`src/housekeeping_pkg.sv`:
```
// Constants, register map and carrier types for the housekeeping block.
// Assumes a single core clock domain; serial pins are synchronised inside.
package housekeeping_pkg;

  // Serial control port addresses
  localparam logic [7:0] ADDR_SOFT_RESET = 8'h01;
  localparam logic [7:0] ADDR_STATUS     = 8'h08;
  localparam logic [7:0] ADDR_IRQ_MASK   = 8'h09;
  localparam logic [7:0] ADDR_BIAS       = 8'h10;
  localparam logic [7:0] ADDR_CLOCK_CTRL = 8'h11;
  localparam logic [7:0] ADDR_PLL_CFG_A  = 8'h12;
  localparam logic [7:0] ADDR_PLL_CFG_B  = 8'h13;

  // Reset values and writable bits
  localparam logic [7:0]  MASK_RST  = 8'h80;
  localparam logic [7:0]  BIAS_RST  = 8'h00;
  localparam logic [7:0]  BIAS_WMSK = 8'h03;
  localparam logic [15:0] CC_RST    = 16'h0000;
  localparam logic [15:0] CC_WMSK   = 16'h3FFF;
  localparam logic [15:0] PLL_RST   = 16'h0000;

  // Field positions
  localparam int ST_DONE    = 7;
  localparam int ST_CONV    = 6;
  localparam int BIAS_GEN   = 1;
  localparam int BIAS_BUF   = 0;
  localparam int CC_SU_EN   = 13;
  localparam int CC_DLY_HI  = 12;
  localparam int CC_DLY_LO  = 8;
  localparam int CC_DIV_HI  = 7;
  localparam int CC_DIV_LO  = 1;

  // Serial framing counts and divider step
  localparam logic [4:0] ADDR_LAST = 5'h07;
  localparam logic [4:0] LEN_BYTE  = 5'h08;
  localparam logic [4:0] LEN_WORD  = 5'h10;
  localparam logic [4:0] CNT_ONE   = 5'h01;
  localparam logic [6:0] DIV_ONE   = 7'h01;

  // Startup counter
  localparam int          SU_W     = 21;
  localparam logic [21:0] SU_POW1  = 22'h00_0001;
  localparam logic [20:0] SU_ONE   = 21'h00_0001;

  typedef enum logic [1:0] {
    PH_IDLE = 2'b00,
    PH_ADDR = 2'b01,
    PH_DATA = 2'b11,
    PH_SKIP = 2'b10
  } port_phase_e;

  // Status sources from the surrounding circuits
  typedef struct packed {
    logic        conv_done;
    logic [7:0]  aux_converter_threshold_flags;
    logic [4:0]  comparator_crossing_flags;
    logic [4:0]  comparator_flag_enables;
    logic [1:0]  synth_one_state;
    logic [1:0]  synth_two_state;
    logic [15:0] receive_flags;
    logic [15:0] receive_flag_enables;
    logic [7:0]  transmit_flags;
    logic [7:0]  transmit_flag_enables;
  } status_src_s;

endpackage

```
`src/housekeeping.sv`:
```
// Housekeeping: serial control slave, soft reset, status/interrupt,
// bias enables and system clock startup sequencing.
// Assumes serial clock slow enough for several core cycles per phase.
//
// Contract
// - Command 01 asserts reset on eighth serial edge, releases at select rise.
// - Interrupt active while any status bit and its enable are both set.
// - Enabling a bit whose status is already set also raises interrupt.
// - Interrupt is active low open drain, released otherwise.
// - Status is 8-bit read-only at 08, reset 00, fixed bit meanings.
// - Startup done sets at delay end when enabled, clears on read.
// - Conversion done bit sets on sequence end, clears on read.
// - Bit 5 follows any threshold flag; cleared by reading that register.
// - Bit 4 follows any enabled comparator crossing flag.
// - Bits 3 and 2 follow synthesiser two and one state bits.
// - Bits 1 and 0 follow any enabled receive or transmit flag.
// - Interrupt mask is write-only at 09, reset 80.
// - Bias control write-only at 10, reset 00, bits 1 and 0 used.
// - Buffered bias pin floats while buffer enable is zero.
// - Before clock runs only clock, status and reset accesses are accepted.
// - Host writes PLL configs first; clock control write starts generator.
// - After clock control write, clock registers ignore writes until reset.
// - Clock control 16-bit write-only at 11, reset 0000, fields fixed.
// - Write starts startup counter on divider ticks; end enables clock.
// - Delay code n gives two to the n divider ticks, codes above 14 illegal.
// - Reset command acts as the reset pin on everything but the serial engine.
// - Divider field divides by 1 to 128, zero means 128.
`timescale 1ns/1ns
`default_nettype none

module housekeeping
  import housekeeping_pkg::*;
(
  input  wire logic        core_clk_i,
  input  wire logic        nrst_i,
  input  wire logic        serial_clock_i,
  input  wire logic        serial_port_select_n_i,
  input  wire logic        command_data_i,
  output logic             reply_data_o,
  input  wire status_src_s status_src_i,
  output logic             interrupt_out_n_o,
  output logic             interrupt_oe_o,
  output logic             midrail_bias_en_o,
  output logic             bias_buffer_en_o,
  output logic             buffered_bias_oe_o,
  output logic [15:0]      clock_control_o,
  output logic [15:0]      clock_pll_config_a_o,
  output logic [15:0]      clock_pll_config_b_o,
  output logic             clock_gen_on_o,
  output logic             sys_clk_enable_o,
  output logic             soft_reset_o
);

  typedef struct packed {
    logic [2:0]  sclk_s;
    logic [2:0]  csn_s;
    logic [1:0]  din_s;
    port_phase_e phase;
    logic [4:0]  bit_cnt;
    logic [4:0]  len;
    logic [7:0]  addr;
    logic [15:0] shin;
    logic [7:0]  shout;
    logic        is_read;
    logic        reply;
    logic        soft_rst;
    logic [7:0]  mask;
    logic [7:0]  bias;
    logic [15:0] cc;
    logic [15:0] pll_a;
    logic [15:0] pll_b;
    logic        cc_lock;
    logic [6:0]  div_cnt;
    logic [20:0] su_cnt;
    logic        clk_run;
    logic        st_done;
    logic        st_conv;
    logic        irq;
  } state_s;

  localparam state_s STATE_RST = '{
    sclk_s: 3'h0, csn_s: 3'h7, din_s: 2'h0, phase: PH_IDLE,
    bit_cnt: 5'h00, len: 5'h00, addr: 8'h00, shin: 16'h0000,
    shout: 8'h00, is_read: 1'b0, reply: 1'b0, soft_rst: 1'b0,
    mask: MASK_RST, bias: BIAS_RST, cc: CC_RST, pll_a: PLL_RST,
    pll_b: PLL_RST, cc_lock: 1'b0, div_cnt: 7'h00,
    su_cnt: 21'h00_0000, clk_run: 1'b0, st_done: 1'b0,
    st_conv: 1'b0, irq: 1'b0};

  state_s state_reg;
  state_s state_next;

  logic        sclk_rise;
  logic        sclk_fall;
  logic        csn_rise;
  logic        csn_high;
  logic        din;
  logic [7:0]  status_now;
  logic [7:0]  addr_byte;
  logic [15:0] wr_word;
  logic        rd_cap;
  logic        wr_commit;
  logic        allowed;
  logic        div_tick;
  logic [21:0] su_pow;
  logic [20:0] su_end;
  logic        done_set;

  // Edges of the synchronised pins; first stages feed only second stages
  assign sclk_rise = state_reg.sclk_s[1] & ~state_reg.sclk_s[2];
  assign sclk_fall = ~state_reg.sclk_s[1] & state_reg.sclk_s[2];
  assign csn_rise  = state_reg.csn_s[1] & ~state_reg.csn_s[2];
  assign csn_high  = state_reg.csn_s[1];
  assign din       = state_reg.din_s[1];
  assign addr_byte = {state_reg.shin[6:0], din};
  assign wr_word   = {state_reg.shin[14:0], din};

  // Live status word, sticky bits plus source levels
  assign status_now = {
    state_reg.st_done,
    state_reg.st_conv,
    |status_src_i.aux_converter_threshold_flags,
    |(status_src_i.comparator_crossing_flags
      & status_src_i.comparator_flag_enables),
    |status_src_i.synth_two_state,
    |status_src_i.synth_one_state,
    |(status_src_i.receive_flags
      & status_src_i.receive_flag_enables),
    |(status_src_i.transmit_flags
      & status_src_i.transmit_flag_enables)};

  // Divider tick; field minus one wraps to 127 for a zero field
  assign div_tick = state_reg.div_cnt
                    == (state_reg.cc[CC_DIV_HI:CC_DIV_LO] - DIV_ONE);
  assign su_pow   = SU_POW1 << state_reg.cc[CC_DLY_HI:CC_DLY_LO];
  assign su_end   = su_pow[SU_W-1:0] - SU_ONE;
  assign done_set = state_reg.cc_lock & ~state_reg.clk_run & div_tick
                    & (state_reg.su_cnt == su_end)
                    & state_reg.cc[CC_SU_EN];

  // Accesses accepted while the system clock is still stopped
  assign allowed = state_reg.clk_run
                   | (addr_byte == ADDR_STATUS)
                   | (addr_byte == ADDR_CLOCK_CTRL)
                   | (addr_byte == ADDR_PLL_CFG_A)
                   | (addr_byte == ADDR_PLL_CFG_B);

  // Next-state logic for the whole block
  always_comb begin
    state_next = state_reg;
    rd_cap     = 1'b0;
    wr_commit  = 1'b0;
    state_next.sclk_s = {state_reg.sclk_s[1:0], serial_clock_i};
    state_next.csn_s  = {state_reg.csn_s[1:0], serial_port_select_n_i};
    state_next.din_s  = {state_reg.din_s[0], command_data_i};

    // Serial frame sequencing
    if (csn_high) begin
      state_next.phase = PH_IDLE;
    end else begin
      case (state_reg.phase)
        PH_IDLE: begin
          state_next.phase   = PH_ADDR;
          state_next.bit_cnt = '0;
          state_next.shin    = '0;
        end
        PH_ADDR: begin
          if (sclk_rise) begin
            state_next.shin    = wr_word;
            state_next.bit_cnt = state_reg.bit_cnt + CNT_ONE;
            if (state_reg.bit_cnt == ADDR_LAST) begin
              state_next.addr    = addr_byte;
              state_next.bit_cnt = '0;
              state_next.shin    = '0;
              state_next.phase   = PH_SKIP;
              if (addr_byte == ADDR_SOFT_RESET) begin
                state_next.soft_rst = 1'b1;
              end else if (allowed && addr_byte == ADDR_STATUS) begin
                state_next.shout   = status_now;
                state_next.is_read = 1'b1;
                state_next.phase   = PH_DATA;
                rd_cap             = 1'b1;
              end else if (allowed && (addr_byte == ADDR_IRQ_MASK
                           || addr_byte == ADDR_BIAS)) begin
                state_next.len     = LEN_BYTE;
                state_next.is_read = 1'b0;
                state_next.phase   = PH_DATA;
              end else if (allowed && (addr_byte == ADDR_CLOCK_CTRL
                           || addr_byte == ADDR_PLL_CFG_A
                           || addr_byte == ADDR_PLL_CFG_B)) begin
                state_next.len     = LEN_WORD;
                state_next.is_read = 1'b0;
                state_next.phase   = PH_DATA;
              end
            end
          end
        end
        PH_DATA: begin
          if (state_reg.is_read) begin
            if (sclk_fall) begin
              state_next.reply = state_reg.shout[ST_DONE];
              state_next.shout = {state_reg.shout[6:0], 1'b0};
            end
          end else if (sclk_rise) begin
            state_next.shin    = wr_word;
            state_next.bit_cnt = state_reg.bit_cnt + CNT_ONE;
            if (state_reg.bit_cnt == state_reg.len - CNT_ONE) begin
              wr_commit        = 1'b1;
              state_next.phase = PH_SKIP;
            end
          end
        end
        PH_SKIP: state_next.phase = PH_SKIP;
        default: state_next.phase = PH_IDLE;
      endcase
    end

    // Register writes
    if (wr_commit) begin
      case (state_reg.addr)
        ADDR_IRQ_MASK: state_next.mask = wr_word[7:0];
        ADDR_BIAS: state_next.bias = wr_word[7:0] & BIAS_WMSK;
        ADDR_CLOCK_CTRL: begin
          if (!state_reg.cc_lock) begin
            state_next.cc      = wr_word & CC_WMSK;
            state_next.cc_lock = 1'b1;
            state_next.div_cnt = '0;
            state_next.su_cnt  = '0;
          end
        end
        ADDR_PLL_CFG_A: if (!state_reg.cc_lock) state_next.pll_a = wr_word;
        ADDR_PLL_CFG_B: if (!state_reg.cc_lock) state_next.pll_b = wr_word;
        default: state_next.mask = state_reg.mask;
      endcase
    end

    // Startup delay counter on divider ticks
    if (state_reg.cc_lock && !state_reg.clk_run) begin
      state_next.div_cnt = div_tick ? '0 : state_reg.div_cnt + DIV_ONE;
      if (div_tick) begin
        if (state_reg.su_cnt == su_end) begin
          state_next.clk_run = 1'b1;
        end else begin
          state_next.su_cnt = state_reg.su_cnt + SU_ONE;
        end
      end
    end

    // Sticky bits: a set in the clearing cycle wins
    state_next.st_done = (state_reg.st_done & ~rd_cap) | done_set;
    state_next.st_conv = (state_reg.st_conv & ~rd_cap)
                         | status_src_i.conv_done;

    // Interrupt level from live status and mask
    state_next.irq = |(status_now & state_reg.mask);

    // Soft reset holds everything but the serial engine at reset
    if (state_reg.soft_rst) begin
      state_next.mask    = MASK_RST;
      state_next.bias    = BIAS_RST;
      state_next.cc      = CC_RST;
      state_next.pll_a   = PLL_RST;
      state_next.pll_b   = PLL_RST;
      state_next.cc_lock = 1'b0;
      state_next.div_cnt = '0;
      state_next.su_cnt  = '0;
      state_next.clk_run = 1'b0;
      state_next.st_done = 1'b0;
      state_next.st_conv = 1'b0;
      state_next.irq     = 1'b0;
      if (csn_rise) begin
        state_next.soft_rst = 1'b0;
      end
    end
  end

  // State register
  always_ff @(posedge core_clk_i or negedge nrst_i) begin
    if (!nrst_i) begin
      state_reg <= STATE_RST;
    end else begin
      state_reg <= state_next;
    end
  end

  // Outputs
  assign interrupt_out_n_o    = 1'b0;
  assign interrupt_oe_o       = state_reg.irq;
  assign reply_data_o         = state_reg.reply;
  assign midrail_bias_en_o    = state_reg.bias[BIAS_GEN];
  assign bias_buffer_en_o     = state_reg.bias[BIAS_BUF];
  assign buffered_bias_oe_o   = state_reg.bias[BIAS_BUF];
  assign clock_control_o      = state_reg.cc;
  assign clock_pll_config_a_o = state_reg.pll_a;
  assign clock_pll_config_b_o = state_reg.pll_b;
  assign clock_gen_on_o       = state_reg.cc_lock;
  assign sys_clk_enable_o     = state_reg.clk_run;
  assign soft_reset_o         = state_reg.soft_rst;
endmodule

`default_nettype wire

```
`config.mk`:
```
export PLATFORM = sky130hd
export DESIGN_NAME = housekeeping
export DESIGN_NICKNAME = d
export VERILOG_FILES = /design/src/housekeeping_pkg.sv /design/src/housekeeping.sv
export SDC_FILE = /design/constraint.sdc
export NUM_CORES = 1
export LEC_CHECK = 0
export BUFFER_PORTS_ARGS = -buffer_cell sky130_fd_sc_hd__buf_2
export CORE_MARGIN = 5
export CORE_UTILIZATION = 54
export DETAILED_ROUTE_END_ITERATION = 6
export PLACE_DENSITY = 0.77
export SLEW_MARGIN = 25
export SYNTH_ARGS = -nofsm -noshare
export SYNTH_HDL_FRONTEND = slang
export SYNTH_SLANG_ARGS = --single-unit
export TNS_END_PERCENT = 30
```
`constraint.sdc`:
```
create_clock -name core_clk_i -period 5.7 [get_ports core_clk_i]
set_clock_uncertainty 0.1 [all_clocks]
set_input_delay 0.285 -clock core_clk_i [delete_from_list [all_inputs] [get_ports core_clk_i]]
set_output_delay 0.285 -clock core_clk_i [all_outputs]
set_load 0.05 [all_outputs]
```
# Word-level counts from Yosys, hierarchy flattened
# Cells that the tools add are included.
# totals
ff_bits,145
latchBits,0
ram_bits,0
romBits,0
word_cells,198
mem_count,0
# op_classes
n_addsub,6
mul,0
div,0
n_lt_le_gt_ge,0
eq_ne,34
shifts,1
mux,60
n_bitwise,27
reduce_logical,46
# op_table
operator,n
two-way mux 98 bit,1
two-way mux 93 bit,1
two-way mux 45 bit,2
two-way mux 16 bit,5
equality test 8 x 5 -> 1 bit (second input constant),8
two-way mux 29 bit,2
case mux 15 bit (3 select lines),1
two-way mux 8 bit,5
two-way mux 15 bit,2
two-way mux 28 bit,1
equality test 8 x 4 -> 1 bit (second input constant),3
OR reduction 8 bit,3
two-way mux 1 bit,22
two-way mux 22 bit,1
nonzero test 2 bit,11
adder 21 x 1 -> 21 bit (second input constant),1
equality test 21 bit,1
two-way mux 21 bit,1
two-way mux 7 bit,3
left shift 1 x 5 -> 21 bit (first input constant),1
subtractor 21 x 1 -> 21 bit (second input constant),1
two-way mux 5 bit,4
AND 16 bit,1
AND 8 bit,2
38 further kinds,91

# Logic depth before layout (Yosys ltp)
# logic_depth
word_depth,16
depth_mapped,16
ltp_nobuf,11

# Least setup slack after synthesis
# Ideal clock, no wire load.
# synth_path
kind,flip-flop to flip-flop
start,register state_reg (netlist bit clock_control_o[8])
end,register state_reg[20] (netlist bit)
t_arrival_ps,3024
t_required_ps,5522
setup_slack_ps,2498
path_stages_with_launch,16
n_path_buf,4
cell_sequence,dfrtp_1 -> clkbuf_1 -> buf_4 -> nor3_2 -> nand2_1 -> ha_1 -> buf_4 -> buf_6 -> xnor2_1 -> a31oi_1 -> a31oi_1 -> nand4_2 -> a2111oi_2 -> a21oi_2 -> or3_1 -> a21oi_1
# synth_rtl
item,line_no,source
start: declaration,housekeeping.sv:90,state_s state_reg;
start signal: assignment,housekeeping.sv:282,state_reg <= state_next;

==> metrics.log <==
[metrics] CTS sink cnt: 140
[metrics] tightest slew margin relative to the limit: 31.6%
[metrics] clock latency on the worst-skew pair: 420 ps
[metrics] max-capacitance violation count: 0
[metrics] number of vias in the routed layout: 6822
[metrics] number of flip-flops under the largest register name: 74
[metrics] WL final: 20300 um
[metrics] fraction of layout cells with a size suffix above 1: 21.0%
[metrics] worst path cell trace: nor2_1, nand3_1, ha_1, and2_1, a221oi_1, o21ai_0, xor2_1, nor4_4, a21oi_2, and3_1, mux2i_1
[metrics] count of flip-flops with a built-in enable after synthesis: 0
[metrics] synthesized flop and latch total: 140
[metrics] Pre-antenna DRT Iters: 5
[metrics] number of cells upsized or downsized after cts: 0
[metrics] max layer used: met4
[metrics] Area contributors post-synth: sky130_fd_sc_hd__dfrtp_1 (42%), sky130_fd_sc_hd__nand2_1 (5.6%), sky130_fd_sc_hd__a21oi_1 (4.8%)
[metrics] buffers inserted by post-CTS timing repair: 0
[metrics] Worst Path Required: 5940 ps
[metrics] post-synthesis instance total: 897
[metrics] Tot GR Track Use: 23.1%
[metrics] Core Rows: 44
[metrics] Cell Count Post-Placement: 1106
[metrics] static leakage power: 4.19 nW
[metrics] library cell with the highest instance count after synthesis: sky130_fd_sc_hd__dfrtp_1
[metrics] number of I/O pins: 133
[metrics] Top Family by Delay on Critical Path: simple AND/OR/NAND/NOR gates
[metrics] most frequent cells after synthesis: sky130_fd_sc_hd__dfrtp_1 (136), sky130_fd_sc_hd__nand2_1 (122), sky130_fd_sc_hd__a21oi_1 (78)
[metrics] delay contributed by the slowest stage of the critical path: 890 ps
[metrics] core area: 14600 sq um
[metrics] wl on met1: 8790 um
[metrics] number of remaining DRC errors: 0
[metrics] count of distinct cell types in the synthesized netlist: 87
[metrics] GRT overflow: 0
[metrics] share of Yosys cell area claimed by the top area cell type: 41.8%
[metrics] master of the slowest instance on the critical path: sky130_fd_sc_hd__dfrtp_1
[metrics] area of combinational cells with multiple inputs: 3890 sq um
[metrics] number of port buffers: 129
[metrics] post-CTS clock slew at the launch and capture registers of the worst setup and hold paths: 60 ps
[metrics] Placed Area: 8390 sq um
[metrics] first-pass GRT wire length: 33500 um
[metrics] number of warnings issued by yosys: 0
[metrics] most area-hungry cell type in the Yosys netlist: sky130_fd_sc_hd__dfrtp_1
[metrics] Syn Std Cell Area: 8140 sq um
[metrics] Antenna Diode Count: 0
[metrics] routed length on met2: 9880 um
[metrics] average detailed-routed wire length per instance: 17.8 um
[metrics] initial antenna violation count: 0
[metrics] result of the run: completed
[metrics] unrepaired setup endpoints after global routing: false
[metrics] type of element capturing the critical path: register
[metrics] total length of routed met3 wires: 1120 um
[metrics] Detailed Route Iter0 Violations: 490
[metrics] initial core utilization: 55.6%
[metrics] sequential cell area: 3510 sq um
[metrics] highest ir drop seen on vdd: 0.000214 V
[metrics] Layout fillers: 1238
[metrics] sequential share of the synthesized area: 43.1%
[metrics] endpoint arrival time on the critical path: 4690 ps
[metrics] DIE HEIGHT: 133 um
[metrics] Final TNS setup: 0 ps
[metrics] Worst Path Class, Setup: register to register
[metrics] Register-to-Register Path Depth: 11
[metrics] die area: 17600 sq um
[metrics] final period demand of the worst path: 4450 ps
[metrics] CTS tree: yes
[metrics] post-route standard cell area excluding fillers: 9020 sq um
[metrics] H-tree depth reported by CTS: 4
[metrics] Worst Path Buf+Inv: 0
[metrics] final-report hold violation count: 0
[metrics] Area Growth Syn to Fin: 10.8%
[metrics] portion of the clock cycle consumed by the worst path in the final layout: 78.2%
[metrics] Least-Margin Pin Slew: 1020 ps
[metrics] Max Root-Sink Buffers: 2
[metrics] TritonCTS buffer count: 17
[metrics] average cell area after synthesis: 9.07 sq um
[metrics] nature of the critical path startpoint: register
[metrics] maximum fanout count along the critical path: 29
[metrics] power per cell area: 242 nW/um^2
[metrics] number of buffers inserted for hold repair after clock tree synthesis: 4
[metrics] hold path depth: 3
[metrics] Vias/cell: 5.98
[metrics] Primary FF master, synth: sky130_fd_sc_hd__dfrtp_1
[metrics] FMAX: 224 MHz
[metrics] final standard cell count with taps included and fillers excluded: 1141
[metrics] half-perimeter wire length after placement: 14000 um
[metrics] maximum number of pins on one net before global-route repair: 97
[metrics] vias in the first global route: 6547
[metrics] max-slew violation count: 0
[metrics] weighted congestion at the end of routability-driven global placement: 0.891
[metrics] horizontal die dimension: 133 um
[metrics] path type of the worst min-delay path: primary input to register
[metrics] count of endpoints failing setup in the final report: 0
[metrics] number of stages on the worst setup path: 11
[metrics] antenna-violating nets left: 0
[metrics] Layout Nets: 1026
[metrics] proportion of register bits with asynchronous set or reset after synthesis: 100%
[metrics] cell at the root of the clock tree: sky130_fd_sc_hd__clkbuf_16
cells by family (layout without fill, tap and decap cells):
| family | count (synthesis) | after routing | share of synthesized area, % |
|---|---|---|---|
| and+or+nand+nor | 341 | 341 | 22.1 |
| AOI/OAI and AO/OA | 224 | 224 | 17.8 |
| DFF | 140 | 140 | 43.1 |
| buffers and inverters | 131 | 189 | 9.46 |
| xor gates and xnor gates | 33 | 33 | 3.91 |
| muxes | 22 | 22 | 2.84 |
| adders and majority gates | 5 | 5 | 0.769 |
| other | 1 | 3 | 0.0461 |
metrics by stage:
step | utilization [%] | power (W) | hold WS (ps) | worst slack [ps]
floorplan | - | 0.00104 | -111 | 2500
global placement | 57.2 | 0.00109 | 231 | 1420
detailed placement | 57.3 | 0.00110 | 241 | 1310
CTS | 61.6 | 0.00219 | 4.54 | 1290
global route | 61.6 | 0.00225 | 40.8 | 832
finish | 61.6 | 0.00218 | 6.83 | 1250
power breakdown:
part	total, W	internal [W]	leakage (nW)	switching, W
Combinational	0.0000741	0.0000294	2.03	0.0000446
Sequential	0.00101	0.000999	1.89	0.00000664
Clock	0.00110	0.000685	0.277	0.000414
Total	0.00218	0.00171	4.19	0.000465
cell type report:
class                           count  share of cell area (%)
Multi-Input combinational cell    628                    43.2
Inverter                           20                   0.832
Timing Repair Buffer              138                    8.09
Clock buffer                       20                    4.84
Tap cell                          184                    2.55
Sequential cell                   140                    38.9
Clock inverter                     11                    1.61
cells in the final DEF (no fill, tap or decap), drive strengths merged, types with 13 or more instances in the layout:
cell type,n
xnor2,21
mux2i,13
nand2,122
clkbuf,20
a22oi,19
nand3,34
buf,134
nor3,21
inv,22
nor2,51
o21ai,50
a22o,18
nand2b,13
dfrtp,136
a21oi,79
per-layer routing:
metal | global-route usage [%] | vias to the layer above
met5 | 0 | -
met2 | 37.3 | 200
met1 | 30.6 | 3340
met4 | 8.08 | 0
li1 | - | 3238
met3 | 5.50 | 44
tightest hold or removal path, cell delays in order:
cell and delay, ps:
sky130_fd_sc_hd__buf_2 80, sky130_fd_sc_hd__a21oi_1 30, sky130_fd_sc_hd__nor2_1 90
final timing paths:
path                                                 start                             endpoint  slack, ps
max                        clock_control_o[11]$_DFFE_PN0P_              state_reg[15]$_DFF_PN0_       1250
min                                       status_src_i[70]               state_reg[1]$_DFF_PN0_          7
max reg2reg                clock_control_o[11]$_DFFE_PN0P_              state_reg[15]$_DFF_PN0_       1250
min reg2reg                      state_next[145]$_DFF_PN0_               addr_byte[0]$_DFF_PN0_        250
max in group asynchronous                           nrst_i                   csn_high$_DFF_PN1_       3980
min in group asynchronous                           nrst_i  clock_pll_config_a_o[7]$_DFFE_PN0P_        420
Note: power is estimated with default switching activity, not from simulation.
